$ cat src/ffm_map.svh
// Constants for the free-fall and high-g interrupt block
// Functional notes
// Bus-select high means two-wire, low SPI
// Enable low holds standby, serial ports silent
// Enable rising reloads defaults, unlatched interrupts
// Output is fall OR (highg AND gate)
// Fall needs all axes low for debounce
// Highg needs any axis high for debounce
// Each interrupt latched or unlatched independently
// Defaults 0.4 g, 2.5 g, 4 ms debounce
// Host holds enable low 1 ms after supply; ffm_host holds it only PWR_DLY clocks, 10 by default
// Host holds SPI clock low 200 us; ffm_host drives no SPI clock
// No serial access means factory defaults, unlatched
// Debounce counter restarts when condition drops
`ifndef FFM_MAP_SVH
`define FFM_MAP_SVH
// ************************************************************
// Scaling
// ************************************************************
`define FFM_AXIS_W 12
`define FFM_ZERO_G 12'h800
`define FFM_CLK_PERIOD_NS 10
// ************************************************************
// Defaults
// ************************************************************
// 0.4 g and 2.5 g at 546 counts/g, as unsigned magnitude
`define FFM_FALL_THR_DEF 12'h0da
`define FFM_HIGHG_THR_DEF 12'h555
`define FFM_DEB_TIME_MS 4
`define FFM_DEB_W 20
`define FFM_DEB_CYC ((`FFM_DEB_TIME_MS * 1000000) / `FFM_CLK_PERIOD_NS)
`endif

$ cat src/ffm_pkg.sv
// Types for the free-fall and high-g interrupt block
package ffm_pkg;
    typedef struct packed {
        logic [11:0] x;
        logic [11:0] y;
        logic [11:0] z;
    } ffm_axes_s;
    typedef struct packed {
        logic [11:0] fall_thr;
        logic [11:0] highg_thr;
        logic [19:0] fall_deb;
        logic [19:0] highg_deb;
        logic fall_latch;
        logic highg_latch;
    } ffm_cfg_s;
    typedef enum logic [1:0] {
        FFM_STANDBY = 2'b00,
        FFM_RUN = 2'b01
    } ffm_state_e;
endpackage

$ cat src/ffm_top.sv
// Free-fall and high-g interrupt logic with enable and bus-mode control
`include "ffm_map.svh"
module ffm_top #(
    parameter logic [19:0] DEB_CYC = 20'(`FFM_DEB_CYC)
) (
    input wire logic MCLK,
    input wire logic ARST_N,
    input wire logic ENABLE,
    input wire logic BUS_SELECT_N,
    input wire logic HIGHG_GATE_IN,
    input wire ffm_pkg::ffm_axes_s AXES,
    input wire logic CFG_WR,
    input wire ffm_pkg::ffm_cfg_s CFG_IN,
    output logic EVENT_IRQ_OUT,
    output logic SERIAL_ACTIVE,
    output logic TWO_WIRE_MODE,
    output logic FALL_DETECT,
    output logic HIGHG_DETECT
);
    // ********************************************************
    // Pin synchronisers
    // ********************************************************
    logic [2:0] en_s_q;
    logic [2:0] sel_s_q;
    logic [2:0] gate_s_q;
    logic en_q;
    logic sel_q;
    logic gate_q;
    always_ff @(posedge MCLK or negedge ARST_N) begin
        if (!ARST_N) begin
            en_s_q <= 3'h0;
            sel_s_q <= 3'h0;
            gate_s_q <= 3'h0;
        end else begin
            en_s_q <= {en_s_q[1:0], ENABLE};
            sel_s_q <= {sel_s_q[1:0], BUS_SELECT_N};
            gate_s_q <= {gate_s_q[1:0], HIGHG_GATE_IN};
        end
    end
    // A change counts once stages two and three agree
    always_ff @(posedge MCLK or negedge ARST_N) begin
        if (!ARST_N) begin
            en_q <= 1'b0;
            sel_q <= 1'b0;
            gate_q <= 1'b0;
        end else begin
            if (en_s_q[1] == en_s_q[2]) en_q <= en_s_q[2];
            if (sel_s_q[1] == sel_s_q[2]) sel_q <= sel_s_q[2];
            if (gate_s_q[1] == gate_s_q[2]) gate_q <= gate_s_q[2];
        end
    end
    // ********************************************************
    // Enable state and configuration
    // ********************************************************
    ffm_pkg::ffm_state_e state_q;
    ffm_pkg::ffm_state_e state_d;
    ffm_pkg::ffm_cfg_s cfg_q;
    ffm_pkg::ffm_cfg_s cfg_def;
    // Enable low stops detection at once, not one state later
    wire run = en_q && (state_q == ffm_pkg::FFM_RUN);
    wire en_rise = en_q && (state_q == ffm_pkg::FFM_STANDBY);
    assign cfg_def = '{fall_thr: `FFM_FALL_THR_DEF,
                       highg_thr: `FFM_HIGHG_THR_DEF,
                       fall_deb: DEB_CYC,
                       highg_deb: DEB_CYC,
                       fall_latch: 1'b0,
                       highg_latch: 1'b0};
    always_comb begin
        unique case (state_q)
            ffm_pkg::FFM_STANDBY: state_d = en_q ? ffm_pkg::FFM_RUN
                                                : ffm_pkg::FFM_STANDBY;
            ffm_pkg::FFM_RUN: state_d = en_q ? ffm_pkg::FFM_RUN
                                            : ffm_pkg::FFM_STANDBY;
            default: state_d = ffm_pkg::FFM_STANDBY;
        endcase
    end
    always_ff @(posedge MCLK or negedge ARST_N) begin
        if (!ARST_N) begin
            state_q <= ffm_pkg::FFM_STANDBY;
            cfg_q <= '0;
        end else begin
            state_q <= state_d;
            if (en_rise) cfg_q <= cfg_def;
            else if (run && CFG_WR) cfg_q <= CFG_IN;
        end
    end
    // ********************************************************
    // Detection
    // ********************************************************
    logic [11:0] mag [3];
    logic [2:0] below;
    logic [2:0] above;
    genvar i;
    generate
        for (i = 0; i < 3; i++) begin : g_axis
            wire [11:0] raw = (i == 0) ? AXES.x : (i == 1) ? AXES.y : AXES.z;
            // Magnitude around zero-g; no clamp, code 0 gives the largest value, 800 hex
            assign mag[i] = raw[11] ? (raw - `FFM_ZERO_G)
                                    : (`FFM_ZERO_G - raw);
            assign below[i] = mag[i] < cfg_q.fall_thr;
            assign above[i] = mag[i] > cfg_q.highg_thr;
        end
    endgenerate
    wire fall_cond = run && (&below);
    wire highg_cond = run && (|above);
    logic [19:0] fall_cnt_q;
    logic [19:0] highg_cnt_q;
    logic fall_q;
    logic highg_q;
    wire fall_hit = fall_cond && (fall_cnt_q >= cfg_q.fall_deb);
    wire highg_hit = highg_cond && (highg_cnt_q >= cfg_q.highg_deb);
    always_ff @(posedge MCLK or negedge ARST_N) begin
        if (!ARST_N) begin
            fall_cnt_q <= 20'h0;
            highg_cnt_q <= 20'h0;
        end else begin
            // Counter saturates so a long event cannot wrap
            fall_cnt_q <= !fall_cond ? 20'h0
                        : fall_hit ? fall_cnt_q : fall_cnt_q + 20'h1;
            highg_cnt_q <= !highg_cond ? 20'h0
                         : highg_hit ? highg_cnt_q : highg_cnt_q + 20'h1;
        end
    end
    // ********************************************************
    // Latch and output
    // ********************************************************
    wire fall_d = run && (fall_hit || (cfg_q.fall_latch && fall_q));
    wire highg_d = run && (highg_hit || (cfg_q.highg_latch && highg_q));
    always_ff @(posedge MCLK or negedge ARST_N) begin
        if (!ARST_N) begin
            fall_q <= 1'b0;
            highg_q <= 1'b0;
            FALL_DETECT <= 1'b0;
            HIGHG_DETECT <= 1'b0;
            EVENT_IRQ_OUT <= 1'b0;
            SERIAL_ACTIVE <= 1'b0;
            TWO_WIRE_MODE <= 1'b0;
        end else begin
            fall_q <= fall_d;
            highg_q <= highg_d;
            FALL_DETECT <= fall_d;
            HIGHG_DETECT <= highg_d;
            EVENT_IRQ_OUT <= fall_d || (highg_d && gate_q);
            SERIAL_ACTIVE <= en_q;
            TWO_WIRE_MODE <= sel_q;
        end
    end
    // ********************************************************
    // Checks
    // ********************************************************
    property p_irq_or;
        @(posedge MCLK) disable iff (!ARST_N)
        ##1 EVENT_IRQ_OUT == (FALL_DETECT || (HIGHG_DETECT && $past(gate_q)));
    endproperty
    a_irq_or: assert property (p_irq_or)
        else $error("irq mismatch");
    property p_standby;
        @(posedge MCLK) disable iff (!ARST_N)
        !en_q |=> !SERIAL_ACTIVE && !FALL_DETECT && !HIGHG_DETECT;
    endproperty
    a_standby: assert property (p_standby)
        else $error("standby active");
    property p_serial;
        @(posedge MCLK) disable iff (!ARST_N)
        ##1 SERIAL_ACTIVE == $past(en_q);
    endproperty
    a_serial: assert property (p_serial)
        else $error("serial flag wrong");
    property p_cfg_hold;
        @(posedge MCLK) disable iff (!ARST_N)
        (!run && !en_rise) |=> $stable(cfg_q);
    endproperty
    a_cfg_hold: assert property (p_cfg_hold)
        else $error("config written in standby");
    property p_reload;
        @(posedge MCLK) disable iff (!ARST_N)
        en_rise |=> cfg_q == cfg_def && !cfg_q.fall_latch;
    endproperty
    a_reload: assert property (p_reload)
        else $error("no reload");
    property p_fall_needs_all;
        @(posedge MCLK) disable iff (!ARST_N)
        $rose(fall_q) |-> $past(&below)
            && $past(fall_cnt_q) >= $past(cfg_q.fall_deb);
    endproperty
    a_fall_needs_all: assert property (p_fall_needs_all)
        else $error("fall early");
    property p_highg_any;
        @(posedge MCLK) disable iff (!ARST_N)
        $rose(highg_q) |-> $past(|above)
            && $past(highg_cnt_q) >= $past(cfg_q.highg_deb);
    endproperty
    a_highg_any: assert property (p_highg_any)
        else $error("highg early");
    property p_unlatched;
        @(posedge MCLK) disable iff (!ARST_N)
        (!cfg_q.fall_latch && !fall_cond) |=> !fall_q;
    endproperty
    a_unlatched: assert property (p_unlatched)
        else $error("fall stuck");
    property p_highg_unlatched;
        @(posedge MCLK) disable iff (!ARST_N)
        (!cfg_q.highg_latch && !highg_cond) |=> !highg_q;
    endproperty
    a_highg_unlatched: assert property (p_highg_unlatched)
        else $error("highg stuck");
    property p_latch_hold;
        @(posedge MCLK) disable iff (!ARST_N)
        (run && cfg_q.fall_latch && fall_q) |=> fall_q;
    endproperty
    a_latch_hold: assert property (p_latch_hold)
        else $error("latched fall lost");
    property p_restart;
        @(posedge MCLK) disable iff (!ARST_N)
        !highg_cond |=> highg_cnt_q == 20'h0;
    endproperty
    a_restart: assert property (p_restart)
        else $error("no restart");
    property p_fall_restart;
        @(posedge MCLK) disable iff (!ARST_N)
        !fall_cond |=> fall_cnt_q == 20'h0;
    endproperty
    a_fall_restart: assert property (p_fall_restart)
        else $error("fall count kept");
    property p_mode;
        @(posedge MCLK) disable iff (!ARST_N)
        ##1 TWO_WIRE_MODE == $past(sel_q);
    endproperty
    a_mode: assert property (p_mode)
        else $error("mode wrong");
endmodule

$ cat config.mk
export PLATFORM = sky130hd
export DESIGN_NAME = ffm_top
export DESIGN_NICKNAME = d
export VERILOG_FILES = /design/src/ffm_pkg.sv /design/src/ffm_top.sv
export VERILOG_INCLUDE_DIRS = /design/src
export SDC_FILE = /design/constraint.sdc
export NUM_CORES = 1
export LEC_CHECK = 0
export ABC_AREA = 0
export BUFFER_PORTS_ARGS = -buffer_cell sky130_fd_sc_hd__buf_2
export CAP_MARGIN = 40
export CELL_PAD_IN_SITES_DETAIL_PLACEMENT = 1
export CELL_PAD_IN_SITES_GLOBAL_PLACEMENT = 2
export CORE_ASPECT_RATIO = 0.5
export CORE_MARGIN = 1.5
export CORE_UTILIZATION = 30
export CTS_CLUSTER_DIAMETER = 40
export CTS_CLUSTER_SIZE = 24
export DETAILED_ROUTE_END_ITERATION = 10
export PLACE_DENSITY_LB_ADDON = 0.1
export SETUP_SLACK_MARGIN = 0.3
export SYNTH_ARGS = -nofsm -noshare
export SYNTH_HDL_FRONTEND = slang
export SYNTH_SLANG_ARGS = --single-unit
$ cat constraint.sdc
create_clock -name MCLK -period 3.1 [get_ports MCLK]
set_clock_uncertainty 0.1 [all_clocks]
set_input_delay 0.465 -clock MCLK [delete_from_list [all_inputs] [get_ports MCLK]]
set_output_delay 0.465 -clock MCLK [all_outputs]
set_load 0.01 [all_outputs]
==> flow_summary.toml, run 1 <==
[route]
vias = 7582
wl_per_cell_um = 17.3
first_pass_iters = 4
wirelength_mm = 26.3
ant_nets = 0
vias_per_cell = 4.99
post-route-drc-count = 0
drt_iter0_drc = 250

[timing]
hold_ws_ns = 0.0445
period_needed_ns = 3.08
fin_crit_sh_pct = 99.3
fin_setup_tns_ns = 0
max_freq_mhz = 325
maxSlewHeadroom_pct = 59.6
tightestPinTransition_ns = 0.606
finalSetupViolCount = 0
rsz0062_at_grt = "true"
finalHoldViolCount = 0
slew_viol_final = 0

[synthesis]
async_flop_share_pct = 100
netlist_area_um2 = 8250
avgSynthCellArea_um2 = 8.73
synth.distinct_cells = 54
ys_seq_area_share_pct = 37.3
synthFlopType = "dfrtp_1"
synth-seq-cells = 123
synth_edf_count = 0
syn_nets = 1167
synth_cells = 945
yosysWarnings = 0

[grt]
grt_pass1_vias = 8059
overflow = 0
grt_usage_pct = 19.2
grt_pass1_wl_mm = 42.5
grt_max_degree = 133
antenna_found_initial = 0

[cts]
clk_latency_ns = 0.43
htree_num_levels = 4
cts_buffers = 17
clkTransAtPathRegs_ns = 0.06
cts_tree = "done"
cts_buffer_depth = 2
root_buffer = "clkbuf_16"
cts_sinks = 123

[floorplan]
dieArea_um2 = 28600
ioPinCount = 113
die_h_um = 120
start_util_pct = 30.8
core-area_um2 = 26700
rows = 42
chipWidth_um = 238

[layout]
multi_input_area_um2 = 5240
final_nets = 1375
n_fill_cell = 3096
drive_gt1_share_pct = 29.4
area_growth_pct = 37.1
final_area_um2 = 11300
final_util_pct = 42.3
seq_area_um2 = 3080
n_antenna_cell = 0

[place]
placed_cell_area_um2 = 9990
dp_hpwl_mm = 19.7
portBuffers = 112
place.gp.congestion = 0.887

[setup_path]
critPathCaptureType = "register"
cp-start-kind = "input port"
path_buf_inv = 4
cp_cell_sequence = "buf_6, nor3_4, nand2_2, buf_4, nor2_1, a21oi_1, xor2_1, ha_1, nand4_1, a21oi_1, or4b_4, a221oi_4, buf_6, clkbuf_16, a21oi_2"
critPathMaxStageDelay_ns = 0.54
cp_data_arrival_time_ns = 3.28
slowest_stage = "or4b_4"
worstPathMaxFanout = 5
critPathTopFamily = "simple AND/OR/NAND/NOR gates"
worstSetupPathType = "input port to register"
required_ns = 3.31

[power]
vdd_drop_max_v = 0.000404
powerDensity_nw_per_um2 = 480
power_mw = 5.43
p_leak_nw = 5.16

[min_path]
hp-class = "input port to register"

[run_status]
status = "finished clean"

[flow_run]
drv_cap = 0
logic make-up (layout without fill, tap and decap cells):
family          after synthesis  after routing  share of synthesized area, %
compound gates              210            210                          15.6
xor+xnor                     48             48                          5.10
fa+ha+maj                   117            117                          17.7
buf+inv                     118            339                          5.47
flops                       123            123                          37.3
mux                           5              5                         0.652
simple gates                324            324                          18.2
sequential cells by signal, summed over array words and instances, names as in the netlist, 3 cells and up:
signal / cells
fall_cnt_q: 20
highg_cnt_q: 20
gate_s_q: 3
cfg_q: 66
en_s_q: 3
sel_s_q: 3
metal layers:
layer | wire length (um) | part of all wire [%] | global-route usage (%) | vias up
met5 | 0 | 0 | 0 | -
met4 | 531 | 2.0 | 6.77 | 0
met3 | 601 | 2.3 | 2.88 | 33
met2 | 12600 | 48 | 32.6 | 71
met1 | 12500 | 48 | 25.0 | 3746
li1 | - | - | - | 3732
path summary, 6_finish.rpt:
kind / start / end / slack (ns) / cells past startpoint
min reg2reg: gate_s_q[0]$_DFF_PN0_ / gate_s_q[1]$_DFF_PN0_ / 0.25 / 0
max: AXES[16] / highg_cnt_q[17]$_DFFE_PN0P_ / 0.02 / 15
max in group asynchronous: ARST_N / cfg_q[61]$_DFFE_PN0P_ / 1.60 / 3
min: ENABLE / en_s_q[0]$_DFF_PN0_ / 0.04 / 1
max reg2reg: highg_cnt_q[11]$_DFFE_PN0P_ / highg_cnt_q[16]$_DFFE_PN0P_ / 0.17 / 8
min in group asynchronous: ARST_N / cfg_q[13]$_DFFE_PN0P_ / 0.49 / 2
layout by cell type (no fill, tap or decap), drive strengths merged, types with 4 or more instances in the layout:
cell type / n
a211oi: 4
a21o: 7
a21oi: 65
a221oi: 4
a31oi: 4
and4: 8
buf: 220
clkbuf: 27
clkinv: 5
dfrtp: 123
ha: 114
inv: 84
nand2: 154
nand2b: 6
nand3: 14
nand4: 25
nor2: 57
nor2b: 4
nor3: 18
nor4: 7
o211ai: 32
o21ai: 73
o31ai: 7
or3: 12
or4: 7
xnor2: 10
xor2: 38
Yosys cell counts (12+ instances only):
library cell / n / area share, %
clkbuf_1: 28 / 1.3
inv_1: 84 / 3.8
nand3_1: 14 / 0.85
o21ai_0: 70 / 4.2
nor2_1: 57 / 2.6
nand4_1: 25 / 1.9
ha_1: 114 / 17
nand2_1: 154 / 7.0
xor2_1: 38 / 4.0
dfrtp_1: 123 / 37
nor3_1: 18 / 1.1
or3_1: 12 / 0.91
o211ai_1: 32 / 2.9
a21oi_1: 65 / 3.9
where the power goes:
part           leakage (nW)  total (mW)  internal (mW)  switching, mW
Combinational          3.31        1.64          0.739          0.903
Sequential             1.57        1.84           1.76         0.0836
Clock                 0.283        1.95           1.20          0.745
cell type report:
type,instances,area share (%)
multi-input combinational,704,46.3
sequential,123,27.2
timing repair buffer,223,14.7
clock buffer,25,4.47
tap,352,3.89
inverter,84,2.81
clock inverter,7,0.553
what timing repair did:
| item | in CTS | in global routing |
|---|---|---|
| resized for setup | 63 | 45 |
| setup endpoints to repair | 43 | 43 |
| pin swaps | 25 | 21 |
| gates cloned | 4 | 2 |
| hold buffers | 1 | 0 |
| hold endpoints to repair | 39 | 0 |
| setup buffers | 7 | 7 |
metrics by stage:
stage	std cells	setup WS (ns)
floorplan	945	-0.0168
global placement	1464	-0.457
detailed placement	1465	-0.608
CTS	1509	-0.0483
global route	1518	-0.145
finish	1518	0.0215
No activity file was read; power rests on OpenSTA's default activity.
==> run 2, diff against run 1 <==
--- a/config.mk
+++ b/config.mk
@@ -18,6 +18,7 @@
 export CTS_CLUSTER_SIZE = 24
 export DETAILED_ROUTE_END_ITERATION = 10
 export PLACE_DENSITY_LB_ADDON = 0.1
+export REMOVE_ABC_BUFFERS = 1
 export SETUP_SLACK_MARGIN = 0.3
 export SYNTH_ARGS = -nofsm -noshare
 export SYNTH_HDL_FRONTEND = slang
==> flow_summary.toml, run 2 (same netlist as run 1, synthesis figures left out) <==
[timing]
rsz0062_at_grt = "true"
worst_slack_ns = -0.0416
max_freq_mhz = 318
period_needed_ns = 3.14
maxSlewHeadroom_pct = 65.8
slew_viol_final = 0
finalHoldViolCount = 0
tightestPinTransition_ns = 0.512
fin_crit_sh_pct = 101
finalSetupViolCount = 11

[grt]
grt_max_degree = 60
grt_pass1_vias = 8374
antenna_found_initial = 0
grt_usage_pct = 18.7
overflow = 0
grt_pass1_wl_mm = 41.9

[floorplan]
ioPinCount = 113
dieArea_um2 = 28600
start_util_pct = 30.8
die_h_um = 120
core-area_um2 = 26700
rows = 42
chipWidth_um = 238

[setup_path]
cp_data_arrival_time_ns = 3.36
r2r_start = "highg_cnt_q[11]$_DFFE_PN0P_"
cp_cell_sequence = "buf_2, nor3_4, buf_4, buf_4, buf_4, buf_4, a31oi_2, xor2_1, ha_1, nand4_1, a21oi_1, or4b_4, a221oi_4, buf_12, buf_12, o221ai_2"
critPathMaxStageDelay_ns = 0.54
worstSetupStartpoint = "AXES[14]"
critPathCaptureType = "register"
worstPathMaxFanout = 6
cp.depth = 16
cpMostUsedCell = "buf_4"
required_ns = 3.32
reg2reg_depth = 8
worstSetupPathType = "input port to register"
cp-start-kind = "input port"
slowest_stage = "or4b_4"
critPathTopFamily = "buffers and inverters"
path_buf_inv = 7

[power]
p_int_mw = 3.89
p_comb_share_pct = 29.5
vdd_drop_max_v = 0.000299
pwr-share-clk_pct = 38.2
netSwitchingPower_mw = 1.82
p_leak_nw = 5.28
power_mw = 5.71
powerDensity_nw_per_um2 = 491
p_seq_share_pct = 32.2
switching_share_pct = 31.8

[route]
wirelength_mm = 25.5
wl_met2_mm = 13.2
vias = 7665
drt_iter0_drc = 189
ant_nets = 0
post-route-drc-count = 0
wl_met3_um = 419
first_pass_iters = 4
vias_per_cell = 5.00
top_layer = "met4"
wl_met1_mm = 11.5
wl_per_cell_um = 16.6

[layout]
layout_common_cells = "nand2_1, dfrtp_1, buf_4"
drive_gt1_share_pct = 31.5
final_nets = 1390
n_antenna_cell = 0
final_area_um2 = 11600
n_fill_cell = 3103
layout_commonest_cell = "nand2_1"
largest_register_ffs = 66
multi_input_area_um2 = 5380
seq_area_um2 = 3080
regMostFlops = "cfg_q"
top_regs = "cfg_q (66), fall_cnt_q (20), highg_cnt_q (20)"
area_growth_pct = 41.1
final_util_pct = 43.5

[cts]
htree_num_levels = 4
cts_buffer_depth = 2
root_buffer = "clkbuf_16"
clk_latency_ns = 0.44
cts_tree = "done"
clkTransAtPathRegs_ns = 0.06
cts_sinks = 123
cts_buffers = 17

[min_path]
hp-start = "BUS_SELECT_N"
hp-class = "input port to register"
hold_depth = 1

[place]
dp_hpwl_mm = 19.1
place.gp.congestion = 0.840
placed_cell_area_um2 = 9940
portBuffers = 112

[run_status]
status = "complete, but fails checks"
violations = "negative setup slack"

[flow_run]
drv_cap = 0
-- run 2: worst reg2reg max path, stage by stage, from the launching register on --
cell     delay [ns]
dfrtp_1        0.43
ha_1           0.34
nand2_1        0.07
o21ai_2        0.21
a41oi_1        0.11
or4b_2         0.82
o21ai_2        0.42
o21ai_0        0.18
a21oi_2        0.14
-- run 2: metal layers --
| layer | GRT usage (%) | up-vias |
|---|---|---|
| met2 | 34.3 | 62 |
| met4 | 5.89 | 0 |
| li1 | - | 3775 |
| met3 | 2.97 | 29 |
| met1 | 22.4 | 3799 |
| met5 | 0 | - |
-- run 2: final timing paths --
kind / slack [ns] / to
min in group asynchronous: 0.38 / sel_s_q[0]$_DFF_PN0_
worst min register to register: 0.25 / sel_s_q[1]$_DFF_PN0_
worst max-delay path: -0.04 / EVENT_IRQ_OUT$_DFF_PN0_
worst min-delay path: 0.03 / sel_s_q[0]$_DFF_PN0_
max in group asynchronous: 1.95 / cfg_q[21]$_DFFE_PN0P_
worst max register to register: 0.21 / highg_cnt_q[18]$_DFFE_PN0P_
-- run 2: through the flow --
stage	instances	hold WS, ns	setup WS [ns]	setup TNS, ns
final	1533	0.0333	-0.0416	-0.0987
after global routing	1533	0.0126	-0.102	-1.81
after CTS	1527	0.00730	0.0540	0
after detailed placement	1472	0.238	-0.757	-29.69
after global placement	1471	0.236	-0.730	-28.65
after floorplan	911	0.0694	-1.26	-30.28
-- run 2: final cells by class --
cell class | instances | share of cell area (%)
clock buffer | 17 | 3.65
clock inverter | 15 | 1.82
inverter | 84 | 2.73
multi-input combinational | 704 | 46.2
sequential | 123 | 26.4
tap | 352 | 3.78
timing repair buffer | 238 | 15.4
-- run 2: repair_timing --
action / 4_1_cts / 5_1_grt
cloned: 5 / 0
pin swaps: 37 / 18
resized for setup: 122 / 25
setup buffers: 17 / 6
setup endpoints to repair: 43 / 43
endpoints found under the hold margin: 20 / 0
hold buffers: 1 / 0
-- run 2: power by group through the flow --
| stage | combinational, mW | sequential [mW] | clock [mW] |
|---|---|---|---|
| floorplan | 0.766 | 1.85 | 0 |
| global placement | 1.30 | 1.87 | 0 |
| detailed placement | 1.36 | 1.87 | 0 |
| CTS | 1.66 | 1.84 | 2.25 |
| global route | 1.89 | 1.86 | 2.31 |
| finish | 1.69 | 1.84 | 2.18 |
